### src/rtl/dsp_pkg.sv
// constants and types for the drive password lock command handler
// assumes a 16-bit taskfile data port and one 256-word parameter sector
package dsp_pkg;
    localparam logic [7:0] CMD_SET_PASSWORD = 8'hf1;
    localparam logic [7:0] CMD_UNLOCK = 8'hf2;
    localparam int WORDS_PER_SECTOR = 256;
    localparam int PW_FIRST_WORD = 1;
    localparam int PW_LAST_WORD = 16;
    localparam int REV_WORD = 17;
    localparam int IDENT_BIT = 0;
    localparam int LEVEL_BIT = 8;
    localparam logic [2:0] ATTEMPT_START = 3'h5;
    localparam logic [15:0] REV_INVALID_LO = 16'h0000;
    localparam logic [15:0] REV_INVALID_HI = 16'hffff;
    localparam logic [15:0] REV_RESET = 16'hfffe;
    localparam int IDENT_REV_WORD = 92;
    localparam int ERR_ABORT_BIT = 2;
    localparam int ST_BUSY_BIT = 7;
    localparam int ST_READY_BIT = 6;
    localparam int ST_DRQ_BIT = 3;
    localparam int ST_ERR_BIT = 0;
    localparam logic [7:0] REG_ERROR = 8'h00;
    localparam logic [7:0] REG_STATUS = 8'h04;
    localparam logic [7:0] REG_LOCK = 8'h08;
    localparam logic [7:0] REG_REVISION = 8'h0c;
    localparam logic [7:0] REG_FREEZE = 8'h10;
    localparam int LOCK_ENABLED_BIT = 0;
    localparam int LOCK_LOCKED_BIT = 1;
    localparam int LOCK_MAXLVL_BIT = 2;
    localparam int LOCK_FROZEN_BIT = 3;
    localparam int LOCK_EXPIRED_BIT = 4;

    typedef enum logic [1:0] {
        DSP_IDLE = 2'b00,
        DSP_RECV = 2'b01,
        DSP_EXEC = 2'b10
    } dsp_state_t;
endpackage

### src/rtl/dsp_pw_compare.sv
// password compare: 16 words, one word per cycle, all 32 bytes significant
// assumes words arrive in order and start_in marks word 1
`timescale 1ns/1ps
module dsp_pw_compare #(
    parameter int WORDS = 16
) (
    input wire logic sys_clk_in,
    input wire logic rst_b_in,
    input wire logic start_in,
    input wire logic word_valid_in,
    input wire logic [15:0] word_in,
    input wire logic [15:0] ref_in,
    output logic match_out
);
    // sticky mismatch; cleared at the first word of each block
    always_ff @(posedge sys_clk_in or negedge rst_b_in) begin
        if (!rst_b_in) begin
            match_out <= 1'b0;
        end else if (word_valid_in) begin
            if (start_in) begin
                match_out <= (word_in == ref_in);
            end else begin
                match_out <= match_out & (word_in == ref_in);
            end
        end
    end
endmodule

### src/rtl/dsp_security.sv
// drive password lock: set-password and unlock command handling
// assumes command and data words from a taskfile front end, synchronous to sys_clk_in
`timescale 1ns/1ps
module dsp_security (
    input wire logic sys_clk_in,
    input wire logic rst_b_in,
    input wire logic power_on_in,
    input wire logic hard_reset_in,
    input wire logic cmd_valid_in,
    input wire logic [7:0] cmd_in,
    input wire logic data_valid_in,
    input wire logic [15:0] data_in,
    input wire logic ident_rd_in,
    input wire logic [7:0] ident_word_in,
    input wire logic [7:0] addr_in,
    input wire logic [31:0] wdata_in,
    input wire logic wr_in,
    input wire logic rd_in,
    output logic [31:0] rdata_out,
    output logic [15:0] ident_data_out,
    output logic cmd_done_out,
    output logic [7:0] error_out,
    output logic [7:0] status_out,
    output logic locked_out
);
    dsp_pkg::dsp_state_t state;
    dsp_pkg::dsp_state_t next_state;
    logic is_set;
    logic [7:0] word_idx;
    logic ident_master;
    logic level_max;
    logic [15:0] rev_in;
    logic [15:0] pw_new [0:15];
    logic [15:0] user_pw [0:15];
    logic [15:0] master_pw [0:15];
    logic [15:0] master_rev;
    logic lock_enabled;
    logic locked;
    logic sec_max;
    logic frozen;
    logic [2:0] attempts;
    logic user_match;
    logic master_match;
    logic pw_word;
    logic [3:0] pw_sel;
    logic is_cmd;
    logic reject_early;
    logic do_abort;
    logic unlock_ok;
    logic accepted;

    assign is_cmd = cmd_valid_in && state == dsp_pkg::DSP_IDLE &&
        (cmd_in == dsp_pkg::CMD_SET_PASSWORD || cmd_in == dsp_pkg::CMD_UNLOCK);
    // frozen or expired drives abort before asking for data
    assign reject_early = frozen || attempts == 3'h0;
    assign pw_word = data_valid_in && word_idx >= 8'(dsp_pkg::PW_FIRST_WORD) &&
        word_idx <= 8'(dsp_pkg::PW_LAST_WORD);
    assign pw_sel = 4'(word_idx - 8'h01);

    dsp_pw_compare #(.WORDS(16)) u_cmp_user (
        .sys_clk_in(sys_clk_in),
        .rst_b_in(rst_b_in),
        .start_in(word_idx == 8'(dsp_pkg::PW_FIRST_WORD)),
        .word_valid_in(pw_word),
        .word_in(data_in),
        .ref_in(user_pw[pw_sel]),
        .match_out(user_match)
    );

    dsp_pw_compare #(.WORDS(16)) u_cmp_master (
        .sys_clk_in(sys_clk_in),
        .rst_b_in(rst_b_in),
        .start_in(word_idx == 8'(dsp_pkg::PW_FIRST_WORD)),
        .word_valid_in(pw_word),
        .word_in(data_in),
        .ref_in(master_pw[pw_sel]),
        .match_out(master_match)
    );

    // unlock decision, evaluated in the exec cycle
    always_comb begin
        unlock_ok = 1'b0;
        if (!ident_master) begin
            unlock_ok = lock_enabled && user_match;
        end else begin
            unlock_ok = !sec_max && master_match;
        end
    end
    assign do_abort = !is_set && !unlock_ok;
    assign accepted = state == dsp_pkg::DSP_EXEC && is_set;

    always_comb begin
        next_state = state;
        case (state)
            dsp_pkg::DSP_IDLE: begin
                if (is_cmd && !reject_early) begin
                    next_state = dsp_pkg::DSP_RECV;
                end
            end
            dsp_pkg::DSP_RECV: begin
                if (data_valid_in && word_idx == 8'(dsp_pkg::WORDS_PER_SECTOR - 1)) begin
                    next_state = dsp_pkg::DSP_EXEC;
                end
            end
            dsp_pkg::DSP_EXEC: next_state = dsp_pkg::DSP_IDLE;
            default: next_state = dsp_pkg::DSP_IDLE;
        endcase
    end

    always_ff @(posedge sys_clk_in or negedge rst_b_in) begin
        if (!rst_b_in) begin
            state <= dsp_pkg::DSP_IDLE;
        end else begin
            state <= next_state;
        end
    end

    // capture of the parameter sector
    always_ff @(posedge sys_clk_in or negedge rst_b_in) begin
        if (!rst_b_in) begin
            is_set <= 1'b0;
            word_idx <= 8'h00;
            ident_master <= 1'b0;
            level_max <= 1'b0;
            rev_in <= 16'h0000;
        end else if (is_cmd) begin
            is_set <= cmd_in == dsp_pkg::CMD_SET_PASSWORD;
            word_idx <= 8'h00;
        end else if (state == dsp_pkg::DSP_RECV && data_valid_in) begin
            word_idx <= word_idx + 8'h01;
            if (word_idx == 8'h00) begin
                ident_master <= data_in[dsp_pkg::IDENT_BIT];
                level_max <= data_in[dsp_pkg::LEVEL_BIT] & is_set;
            end
            if (word_idx == 8'(dsp_pkg::REV_WORD)) begin
                rev_in <= data_in;
            end
        end
    end

    always_ff @(posedge sys_clk_in) begin
        if (state == dsp_pkg::DSP_RECV && pw_word) begin
            pw_new[pw_sel] <= data_in;
        end
    end

    // stored passwords survive resets; only a completed set-password writes them
    always_ff @(posedge sys_clk_in) begin
        if (accepted && !ident_master) begin
            user_pw <= pw_new;
        end
        if (accepted && ident_master) begin
            master_pw <= pw_new;
        end
    end

    always_ff @(posedge sys_clk_in or negedge rst_b_in) begin
        if (!rst_b_in) begin
            master_rev <= dsp_pkg::REV_RESET;
        end else if (accepted && ident_master && rev_in != dsp_pkg::REV_INVALID_LO &&
                     rev_in != dsp_pkg::REV_INVALID_HI) begin
            master_rev <= rev_in;
        end
    end

    // lock enable and level; master set leaves both alone
    always_ff @(posedge sys_clk_in or negedge rst_b_in) begin
        if (!rst_b_in) begin
            lock_enabled <= 1'b0;
            sec_max <= 1'b0;
        end else if (accepted && !ident_master) begin
            lock_enabled <= 1'b1;
            sec_max <= level_max;
        end
    end

    // locked state follows power-on/hard reset; unlock clears it
    always_ff @(posedge sys_clk_in or negedge rst_b_in) begin
        if (!rst_b_in) begin
            locked <= 1'b0;
        end else if (power_on_in || hard_reset_in) begin
            locked <= lock_enabled;
        end else if (state == dsp_pkg::DSP_EXEC && !is_set && unlock_ok) begin
            locked <= 1'b0;
        end
    end

    always_ff @(posedge sys_clk_in or negedge rst_b_in) begin
        if (!rst_b_in) begin
            attempts <= dsp_pkg::ATTEMPT_START;
        end else if (power_on_in || hard_reset_in) begin
            attempts <= dsp_pkg::ATTEMPT_START;
        end else if (state == dsp_pkg::DSP_EXEC && do_abort && attempts != 3'h0) begin
            attempts <= attempts - 3'h1;
        end
    end

    // frozen is set by software and left only by power-on or rst_b_in
    always_ff @(posedge sys_clk_in or negedge rst_b_in) begin
        if (!rst_b_in) begin
            frozen <= 1'b0;
        end else if (power_on_in) begin
            frozen <= 1'b0;
        end else if (wr_in && addr_in == dsp_pkg::REG_FREEZE && wdata_in[0]) begin
            frozen <= 1'b1;
        end
    end

    // taskfile error and status, plus completion pulse
    always_ff @(posedge sys_clk_in or negedge rst_b_in) begin
        if (!rst_b_in) begin
            error_out <= 8'h00;
            status_out <= 8'h40;
            cmd_done_out <= 1'b0;
        end else begin
            cmd_done_out <= 1'b0;
            if (is_cmd && reject_early) begin
                error_out <= 8'h01 << dsp_pkg::ERR_ABORT_BIT;
                status_out <= 8'h41;
                cmd_done_out <= 1'b1;
            end else if (is_cmd) begin
                error_out <= 8'h00;
                status_out <= 8'h48;
            end else if (state == dsp_pkg::DSP_EXEC) begin
                cmd_done_out <= 1'b1;
                if (do_abort) begin
                    error_out <= 8'h01 << dsp_pkg::ERR_ABORT_BIT;
                    status_out <= 8'h41;
                end else begin
                    status_out <= 8'h40;
                end
            end
        end
    end

    always_ff @(posedge sys_clk_in or negedge rst_b_in) begin
        if (!rst_b_in) begin
            locked_out <= 1'b0;
            ident_data_out <= 16'h0000;
        end else begin
            locked_out <= locked;
            ident_data_out <= 16'h0000;
            if (ident_rd_in && ident_word_in == 8'(dsp_pkg::IDENT_REV_WORD)) begin
                ident_data_out <= master_rev;
            end
        end
    end

    always_ff @(posedge sys_clk_in or negedge rst_b_in) begin
        if (!rst_b_in) begin
            rdata_out <= 32'h0000_0000;
        end else begin
            rdata_out <= 32'h0000_0000;
            if (rd_in) begin
                case (addr_in)
                    dsp_pkg::REG_ERROR: rdata_out <= {24'h000000, error_out};
                    dsp_pkg::REG_STATUS: rdata_out <= {24'h000000, status_out};
                    dsp_pkg::REG_LOCK: rdata_out <= {24'h000000, 3'h0, attempts == 3'h0,
                        frozen, sec_max, locked, lock_enabled};
                    dsp_pkg::REG_REVISION: rdata_out <= {16'h0000, master_rev};
                    dsp_pkg::REG_FREEZE: rdata_out <= {31'h00000000, frozen};
                    default: rdata_out <= 32'h0000_0000;
                endcase
            end
        end
    end

    // a cut sector never reaches exec: the handler just waits for the missing words
    a_abort_flags: assert property (@(posedge sys_clk_in) disable iff (!rst_b_in)
        state == dsp_pkg::DSP_EXEC && do_abort |=>
        error_out[2] && status_out[0] && !status_out[7])
        else $error("abort flags wrong");
    a_attempt_dec: assert property (@(posedge sys_clk_in) disable iff (!rst_b_in)
        state == dsp_pkg::DSP_EXEC && do_abort && attempts != 3'h0 && !power_on_in &&
        !hard_reset_in |=> attempts == $past(attempts) - 3'h1)
        else $error("attempt counter not decremented");
    a_expired_reject: assert property (@(posedge sys_clk_in) disable iff (!rst_b_in)
        is_cmd && attempts == 3'h0 |=> state == dsp_pkg::DSP_IDLE && error_out[2])
        else $error("expired drive accepted command");
    a_frozen_reject: assert property (@(posedge sys_clk_in) disable iff (!rst_b_in)
        is_cmd && frozen |=> state == dsp_pkg::DSP_IDLE && cmd_done_out)
        else $error("frozen drive accepted command");
    a_master_nolock: assert property (@(posedge sys_clk_in) disable iff (!rst_b_in)
        accepted && ident_master |=> lock_enabled == $past(lock_enabled))
        else $error("master set changed lock enable");
    a_user_nolock: assert property (@(posedge sys_clk_in) disable iff (!rst_b_in)
        accepted && !ident_master && !locked && !power_on_in && !hard_reset_in |=>
        lock_enabled && !locked)
        else $error("user set misbehaved");
    a_rev_guard: assert property (@(posedge sys_clk_in) disable iff (!rst_b_in)
        accepted && (rev_in == dsp_pkg::REV_INVALID_HI || rev_in == dsp_pkg::REV_INVALID_LO)
        |=> $stable(master_rev))
        else $error("invalid revision stored");
    a_max_master: assert property (@(posedge sys_clk_in) disable iff (!rst_b_in)
        state == dsp_pkg::DSP_EXEC && !is_set && ident_master && sec_max |=> error_out[2])
        else $error("maximum level master unlock not rejected");
    a_user_disabled: assert property (@(posedge sys_clk_in) disable iff (!rst_b_in)
        state == dsp_pkg::DSP_EXEC && !is_set && !ident_master && !lock_enabled |=>
        error_out[2])
        else $error("unlock with lock disabled not aborted");
    a_sector_len: assert property (@(posedge sys_clk_in) disable iff (!rst_b_in)
        state == dsp_pkg::DSP_EXEC |-> $past(word_idx) == 8'hff)
        else $error("executed before full sector");
    a_drq_status: assert property (@(posedge sys_clk_in) disable iff (!rst_b_in)
        is_cmd && !reject_early |=> status_out[dsp_pkg::ST_DRQ_BIT] && !cmd_done_out)
        else $error("accepted command did not ask for data");
    a_early_done: assert property (@(posedge sys_clk_in) disable iff (!rst_b_in)
        is_cmd && reject_early |=> cmd_done_out && status_out[dsp_pkg::ST_ERR_BIT] &&
        !status_out[dsp_pkg::ST_BUSY_BIT])
        else $error("early abort not reported");
    a_unlock_clear: assert property (@(posedge sys_clk_in) disable iff (!rst_b_in)
        state == dsp_pkg::DSP_EXEC && !is_set && unlock_ok && !power_on_in && !hard_reset_in
        |=> !locked)
        else $error("successful unlock left the drive locked");

    c_set_user: cover property (@(posedge sys_clk_in) disable iff (!rst_b_in)
        accepted && !ident_master);
    c_unlock_ok: cover property (@(posedge sys_clk_in) disable iff (!rst_b_in)
        state == dsp_pkg::DSP_EXEC && !is_set && unlock_ok);
    c_expired: cover property (@(posedge sys_clk_in) disable iff (!rst_b_in)
        attempts == 3'h0);
    c_early_abort: cover property (@(posedge sys_clk_in) disable iff (!rst_b_in)
        is_cmd && reject_early);
    c_master_unlock: cover property (@(posedge sys_clk_in) disable iff (!rst_b_in)
        state == dsp_pkg::DSP_EXEC && !is_set && ident_master && unlock_ok);
endmodule
### config.mk
export PLATFORM = sky130hd
export DESIGN_NAME = dsp_security
export DESIGN_NICKNAME = d
export VERILOG_FILES = /design/src/rtl/dsp_pkg.sv /design/src/rtl/dsp_pw_compare.sv /design/src/rtl/dsp_security.sv
export SDC_FILE = /design/constraint.sdc
export NUM_CORES = 1
export LEC_CHECK = 0
export BUFFER_PORTS_ARGS = -buffer_cell sky130_fd_sc_hd__buf_4
export CAP_MARGIN = 20
export CORE_ASPECT_RATIO = 0.5
export CORE_MARGIN = 2
export CORE_UTILIZATION = 32
export CTS_CLUSTER_DIAMETER = 80
export DETAILED_ROUTE_END_ITERATION = 7
export PLACE_DENSITY_LB_ADDON = 0.25
export SYNTH_ARGS = -nofsm -noshare
export SYNTH_HDL_FRONTEND = slang
export SYNTH_SLANG_ARGS = --single-unit
### constraint.sdc
create_clock -name sys_clk_in -period 69.7 [get_ports sys_clk_in]
set_clock_uncertainty 0.15 [all_clocks]
set_input_delay 3.485 -clock sys_clk_in [delete_from_list [all_inputs] [get_ports sys_clk_in]]
set_output_delay 3.485 -clock sys_clk_in [all_outputs]
set_load 0.05 [all_outputs]
==> results by stage, run 1 <==
Yosys:
- The count of synthesis-stage warnings from yosys is 0.
- Counting distinct cell types in the post-synthesis netlist gives 56.
- Ranked by total cell area, the synthesized netlist is headed by sky130_fd_sc_hd__edfxtp_1 (71%), sky130_fd_sc_hd__mux4_2 (8.9%), sky130_fd_sc_hd__dfrtp_1 (5.7%).
- The number of cells produced by synthesis is 1,675.
- The mean instance size in the synthesized netlist is 19.3 um^2.
- The post-synthesis instance area is 32,300 um^2.
- Summed over all instances, the cell type with the most area after synthesis is sky130_fd_sc_hd__edfxtp_1.
- Sequential elements use 78.4% of the synthesized area.
- The top flip-flop cell by instance count after synthesis is sky130_fd_sc_hd__edfxtp_1.
- The area fraction of the dominant cell type after synthesis is 71.3%.
- For this run, asynchronously set or reset flops after synthesis account for 10.6%.
- The number of flops mapped to enable cells by yosys is 768.
- Counting flops and latches in the post-synthesis netlist gives 859.

Layout:
- The area used by multi-input combinational logic is 6570 um^2.
- The register area is 25,400 um^2.
- The growth of design area from synthesis to finish is 15.0%.
- The number of nets in the layout is 1,902.
- Of the cells placed in the final design, the portion with a size suffix greater than 1 is 24.2%.
- In the layout the commonest cells are sky130_fd_sc_hd__edfxtp_1 (768), sky130_fd_sc_hd__mux4_2 (128), sky130_fd_sc_hd__buf_4 (123).
- Fill cells in the final layout number 9,266.
- The library cell used most frequently in the layout, excluding fill and tap cells, is sky130_fd_sc_hd__edfxtp_1.

STA:
- Setup repair after global routing left no endpoint under its margin.
- For this run, the top clock speed supported by timing is 0.177 GHz.
- The number of hold violations in the final report is 0.
- The count of pins over their slew limit is 0.
- In the final timing run, aggregate negative setup slack is 0 ps.
- The pin slew with the least headroom to its limit is 1060 ps.
- The final critical path time including I/O delays and setup is 5660 ps.
- The fraction of the cycle the final worst path needs is 8.12%.
- Setup violations remaining at the end of the flow were counted as 0.
- In this run the tightest slew margin relative to its limit is 28.1%.
- The worst setup margin is 64,040 ps.
- The minimum hold slack is 284 ps.

Die:
- The y dimension of the die is 229 um.
- 147 I/O pins were placed.
- The initialized floorplan defines 82 standard-cell rows.
- The area enclosed by the die boundary is 104,000 um^2.
- The horizontal extent of the die is 454 um.
- The initial utilization of the core area, before any placement, comes to 32.3%.
- The floorplan step defined a core boundary enclosing 100,000 um^2.

Hold path:
- The worst min-delay path class is flip-flop to flip-flop.
- The worst hold path was traced through 0 stages.
- For hold timing, the worst endpoint is user_pw[55].
- The hold path startpoint is pw_new[55].

Critical path:
- The critical path launch point type is an input port.
- The data arrival time of the worst path is 5800 ps.
- The number of cells traversed by the worst register-to-register path is 10.
- The startpoint identified for the worst register-to-register timing path is word_idx[1].
- The maximum fanout along the worst path is 10.
- The worst setup path is of the input port to flip-flop kind.
- The setup slack on the worst flop-to-flop path is 64,580 ps.
- The endpoint of the worst register-to-register path is u_cmp_master.match_out.
- The launching instance or port of the critical path is data_valid_in.
- For the worst setup path, the data required time is 69,840 ps.
- STA classifies the critical path endpoint as a flip-flop.

Clock tree:
- The hold-fix buffer count after cts is 0.
- The count of instances resized after the clock tree is built is 0.
- The TritonCTS clock tree is done.
- The number of buffers created by CTS is 82.
- The later-pin clock latency in the skew report is 630 ps.
- After clock tree synthesis, the clock-pin slew on the worst setup and hold paths is 60 ps.
- The post-CTS setup-driven buffer insertion count is 0.
- In this run the number of H-tree levels came out at 3.
- The tree built by TritonCTS fans out to 859 sinks.
- The buffer cell driving the clock tree root is sky130_fd_sc_hd__clkbuf_16.
- The deepest clock path buffer count is 3.

Global route:
- The via count of the first global-routing pass is 16,500.
- The total grt overflow is 0.
- The number of antenna violations at the first check in global routing is 7.
- The first global-routing pass estimated 108 mm of wire.
- Entering global routing, the biggest net connects 147 pins.
- The combined global-route utilization of all metal layers is 14.2%.

Place:
- Input and output buffers added on the ports amount to 86.
- The HPWL reported at the end of detailed placement is 42.1 mm.
- Routability-driven placement finished with a final weighted congestion of 0.738.
- Before CTS, the worst setup slack after placement is 63,370 ps.

Job:
- Across the run, the number of max-cap violations was 0.

Power:
- The maximum resistive drop on vdd is 0.0188 mV.
- In this run the power density over the cells is 34.8 nW/um^2.
- The total leakage power is 12.3 nW.

Status:
- The run finished, with violations left.
- The checks that failed: DRC.

Routing:
- The final layout contains routed wiring with a total length of 73.8 mm.
- The via count is 15,900.
- The violation count after the first detailed-routing iteration is 1,614.
- Using the TritonRoute via totals, the vias-per-cell ratio works out to 4.93.
- The detail route stage leaves a number of antenna-violating nets equal to 0.
- After detailed routing, the number of remaining DRC violations is 3.
- Dividing the detail-routed wire length by the instance count gives 22.9 um.
- For this run, the detailed router's first-pass iteration total came to 8.
## worst max path at each step
stage	cells past startpoint	end	slack, ps
final	7	pw_new[57]	64040
after global routing	7	pw_new[57]	63900
after CTS	7	pw_new[57]	64040
after detailed placement	7	pw_new[49]	63370
after global placement	7	pw_new[62]	63410
after floorplan	3	sec_max	47850
## where the power goes
group	leakage, nW	internal [mW]	total [mW]	switching [mW]
sequential	8.09	0.579	0.593	0.0139
combinational	2.91	0.0932	0.268	0.175
clock	1.27	0.245	0.433	0.188
total	12.3	0.917	1.29	0.377
## synth_stat cells (3+ instances only)
| cell type | number |
|---|---|
| sky130_fd_sc_hd__buf_2 | 15 |
| sky130_fd_sc_hd__clkbuf_1 | 36 |
| sky130_fd_sc_hd__ha_1 | 9 |
| sky130_fd_sc_hd__inv_1 | 6 |
| sky130_fd_sc_hd__nor2b_1 | 3 |
| sky130_fd_sc_hd__mux2_2 | 35 |
| sky130_fd_sc_hd__a22o_1 | 8 |
| sky130_fd_sc_hd__nor4b_1 | 29 |
| sky130_fd_sc_hd__nand2_1 | 56 |
| sky130_fd_sc_hd__a2111oi_0 | 5 |
| sky130_fd_sc_hd__and2_1 | 28 |
| sky130_fd_sc_hd__and3_1 | 35 |
| sky130_fd_sc_hd__nor4_1 | 10 |
| sky130_fd_sc_hd__nand4_1 | 10 |
| sky130_fd_sc_hd__a21oi_1 | 63 |
| sky130_fd_sc_hd__nand3_1 | 92 |
| sky130_fd_sc_hd__edfxtp_1 | 768 |
| sky130_fd_sc_hd__nand2b_1 | 3 |
| sky130_fd_sc_hd__dfrtp_1 | 74 |
| sky130_fd_sc_hd__buf_1 | 3 |
| sky130_fd_sc_hd__or3_1 | 6 |
| sky130_fd_sc_hd__buf_4 | 40 |
| sky130_fd_sc_hd__nor3_1 | 11 |
| sky130_fd_sc_hd__buf_6 | 6 |
| sky130_fd_sc_hd__o21ai_0 | 66 |
| sky130_fd_sc_hd__dfstp_2 | 17 |
| sky130_fd_sc_hd__mux4_2 | 128 |
| sky130_fd_sc_hd__mux2i_1 | 3 |
| sky130_fd_sc_hd__nor2_1 | 70 |
| sky130_fd_sc_hd__xor2_1 | 5 |
## state kept, by name, summed over array words and instances, names as in the netlist
signal	flops
u_cmp_user.match_out	1
lock_enabled	1
is_set	1
user_pw	256
locked	1
ident_master	1
master_pw	256
frozen	1
u_cmp_master.match_out	1
attempts	3
cmd_done_out	1
master_rev	16
state	2
sec_max	1
ident_data_out	16
rdata_out	16
locked_out	1
status_out	2
rev_in	16
word_idx	8
level_max	1
pw_new	256
error_out	1
## logic make-up after synthesis
group / after synthesis / synth area share (%)
adders and majority gates: 9 / 0.348
other: 2 / 0.0232
buffers and inverters: 106 / 1.89
and+or+nand+nor: 365 / 6.03
AOI/OAI and AO/OA: 160 / 2.81
xor gates and xnor gates: 8 / 0.263
DFF: 859 / 78.4
muxes: 166 / 10.2
## worst max-delay path, stage by stage
cell,delay (ps)
sky130_fd_sc_hd__buf_4,110
sky130_fd_sc_hd__inv_1,40
sky130_fd_sc_hd__nor2_1,460
sky130_fd_sc_hd__and3_1,330
sky130_fd_sc_hd__nand2_1,190
sky130_fd_sc_hd__nor2_2,710
sky130_fd_sc_hd__buf_4,460
## area by class of cell
type	instances	share of cell area, %
Clock buffer	110	6.01
Multi-Input combinational cell	737	17.7
Clock inverter	39	0.949
Sequential cell	859	68.2
Inverter	6	0.0606
Antenna cell	1	0.00673
Tap cell	1344	4.52
Timing Repair Buffer	126	2.60
## metal layers
layer	track usage (%)	share of wire (%)
met1	20.2	45
met2	22.6	47
met3	2.38	5.8
met4	3.93	2.1
met5	0	0
## per-stage QoR
step,util (%),std cells,power [mW],area (um^2)
global placement,34.6,3071,0.869,34600
CTS,37.1,3220,1.31,37200
global route,37.1,3221,1.35,37200
floorplan,-,1702,0.771,32400
finish,37.1,3222,1.29,37200
detailed placement,34.6,3071,0.873,34600
Note: power is estimated with default switching activity, not from simulation.
==> run 2: changes to the inputs <==
- clock period: 69.7 -> 4.9 ns (I/O delays scaled with it)
==> run 2 against run 1 <==
Compared with the run above:
- the flow now finishes without violations
- via count up 1.1%
- clock power rose to 14 times the previous value
- sequential share of layout area shrank 1.3 points
- clock-buffer cell count is 3 lower
- hold slack worse by 250 ps
- sequential power increased to 14 times the previous value
- setup slack got worse by 63000 ps
- power increased to 14 times the previous value
- combinational power grew to 15 times the previous value
- final area is 1.9% higher
- critical path depth increased by 3
- die area unchanged
- critical path type is now flip-flop to flip-flop
- largest cell class unchanged
==> results by stage, run 2 (synthesized netlist as in run 1, its figures left out) <==
Critical path:
- The data arrival time of the worst path is 4610 ps.
- The cell family contributing the most delay on the critical path is compound AO/OA/AOI/OAI gates.
- The longest individual stage delay on the worst path is 810 ps.
- The signal on the critical path passes through inv_1 > ha_1 > xor2_4 > nor3_1 > buf_4 > a22o_1 > or3_1 > a2111oi_0 > and4_1 > o22a_1.
- The data required time at the worst endpoint is 5320 ps.
- Counting both buffers and inverters, the worst setup path holds a total of 2.
- The class of the most critical setup path is flip-flop to flip-flop.
- The type of destination of the critical path is a flip-flop.
- The worst setup path is launched from a flip-flop.
- The maximum fanout along the worst path is 9.
- The cell type of the slowest stage on the worst timing path is sky130_fd_sc_hd__a2111oi_0.

Clock tree:
- In this run, post-CTS repair resized a total of 0 instances.
- The deepest clock path buffer count is 3.
- The number of buffers created by CTS is 81.
- TritonCTS built the clock tree.
- After clock tree synthesis, the clock-pin slew on the worst setup and hold paths is 60 ps.
- The depth of the CTS H-tree is 3.
- The later-pin clock latency in the skew report is 640 ps.
- The buffer cell driving the clock tree root is sky130_fd_sc_hd__clkbuf_16.
- The clock drives 859 sinks.

STA:
- The highest clock rate is 0.238 GHz.
- The count of pins over their slew limit is 0.
- The pin slew with the least headroom to its limit is 1040 ps.
- The number of hold violations in the final report is 0.
- The final critical path time including I/O delays and setup is 4190 ps.
- The minimum hold slack is 38.0 ps.
- The fraction of the cycle the final worst path needs is 85.6%.
- Summed over all failing endpoints, the final setup total negative slack is 0 ps.
- Setup repair after global routing left no endpoint under its margin.
- The relative max-transition margin is 30.9%.
- The setup violation total in the final timing report is 0.

Routing:
- The average wire length per cell after detail routing is 22.5 um.
- The residual antenna-violating net count after detailed routing is 0.
- The routed wire length is 73.7 mm.
- The DRC violation count after routing is 0.
- For this block, the via count after detailed routing is 16,100.
- Using the TritonRoute via totals, the vias-per-cell ratio works out to 4.89.
- For this run, the detailed router's first-pass iteration total came to 5.
- For this block, the initial DRC count from the detailed router was 1,390.

Job:
- The max-capacitance violation count is 0.

Layout:
- The post-route core utilization is 37.8%.
- The finished layout cell area is 37,900 um^2.
- The area used by multi-input combinational logic is 6590 um^2.
- In the final layout, the registers with the most flip-flops are master_pw (256), pw_new (256), user_pw (256).
- The register area is 25,400 um^2.
- The area growth from synthesis to layout is 17.2%.
- The final layout contains 1,962 nets.
- 0 antenna diodes ended up in the layout.
- In the layout the commonest cells are sky130_fd_sc_hd__edfxtp_1 (768), sky130_fd_sc_hd__buf_4 (134), sky130_fd_sc_hd__mux4_2 (128).
- The most common cell after layout, fill and taps aside is sky130_fd_sc_hd__edfxtp_1.
- The fraction of layout instances using a drive strength above 1 is 24.5%.
- The final cell count without fillers is 3,281.
- The layout filler cell count is 9,157.

Global route:
- The global-route wire length before repair is 109 mm.
- Entering global routing, the biggest net connects 155 pins.
- Global routing used 14.2% of the available tracks across all layers.
- The total overflow left after global routing is 0.
- The via count of the first global-routing pass is 16,700.
- The number of antenna violations at the first check in global routing is 3.

Die:
- Measured along the x axis, the die boundary spans 454 um.
- The core region is 100,000 um^2.
- The initialized floorplan defines 82 standard-cell rows.
- The initial core utilization is 32.3%.
- From bottom edge to top edge, the die measures 229 um.
- The number of top-level pins is 147.
- The area enclosed by the die boundary is 104,000 um^2.

Place:
- The standard cell area after detailed placement is 35,000 um^2.
- After detailed placement, the design holds a cell count of 3,096.
- The placer's final routability congestion estimate is 0.778.
- The count of input and output buffers is 86.
- The wire-length estimate of the detail-placed layout is 44.8 mm.

Power:
- VDD sags by at most 0.240 mV.
- The total leakage power is 12.6 nW.
- The power per unit of standard cell area is 489 nW/um^2.

Hold path:
- The worst min-delay path class is input port to flip-flop.

Status:
- The flow ran to the end, and the final reports show no timing, DRC or antenna violations.
[run 2: changes by cell type in the layout (fill, tap and decap cells not counted), sizes merged]
cell,previous run,this run
dlygate4sd3,0,35
clkinvlp,3,4
clkbuf,110,107
diode,1,0
buf,126,152
inv,10,11
[run 2: final timing paths]
path | end | slack (ps) | depth (start not counted) | from
max | u_cmp_user.match_out | 710 | 10 | word_idx[1]
min | status_out[3] | 40 | 4 | cmd_valid_in
max reg2reg | u_cmp_user.match_out | 710 | 10 | word_idx[1]
min reg2reg | master_pw[139] | 280 | 0 | pw_new[139]
max in group asynchronous | word_idx[0] | 3780 | 3 | rst_b_in
min in group asynchronous | master_rev[9] | 90 | 2 | rst_b_in
[run 2: through the flow]
stage               worst slack (ps)  power (mW)
floorplan                      -3120        11.0
global placement                 798        12.6
detailed placement               768        12.7
CTS                              742        18.7
global route                     467        19.3
finish                           705        18.5
[run 2: report_power, final]
| part | internal (mW) | switching (mW) | leakage (nW) | total (mW) |
|---|---|---|---|---|
| Combinational | 1.55 | 2.53 | 3.28 | 4.08 |
| Clock | 3.36 | 2.64 | 1.21 | 6.00 |
| Sequential | 8.24 | 0.206 | 8.09 | 8.44 |
| Total | 13.1 | 5.37 | 12.6 | 18.5 |
[run 2: cell type report]
cell class / instances / area share (%)
clock buffer: 107 / 5.66
clock inverter: 41 / 0.958
timing repair buffer: 187 / 4.57
tap: 1344 / 4.44
sequential: 859 / 66.9
inverter: 6 / 0.0594
multi-input combinational: 737 / 17.4
[run 2: routing by layer]
layer	global-route usage, %	up-vias	share of wire, %
met4	3.93	0	2.1
li1	-	7086	-
met1	20.3	8459	46
met3	1.90	108	4.2
met5	0	-	0
met2	22.8	397	47
[run 2: timing repair]
item,in CTS,in global routing
hold endpoints to repair,348,0
hold buffers,36,0
setup buffers,0,0
[run 2: worst min-delay path: cells and delay by family]
| kind | cells | cell delay (ps) |
|---|---|---|
| compound gates | 1 | 160 |
| simple gates | 2 | 270 |
| buf+inv | 1 | 110 |
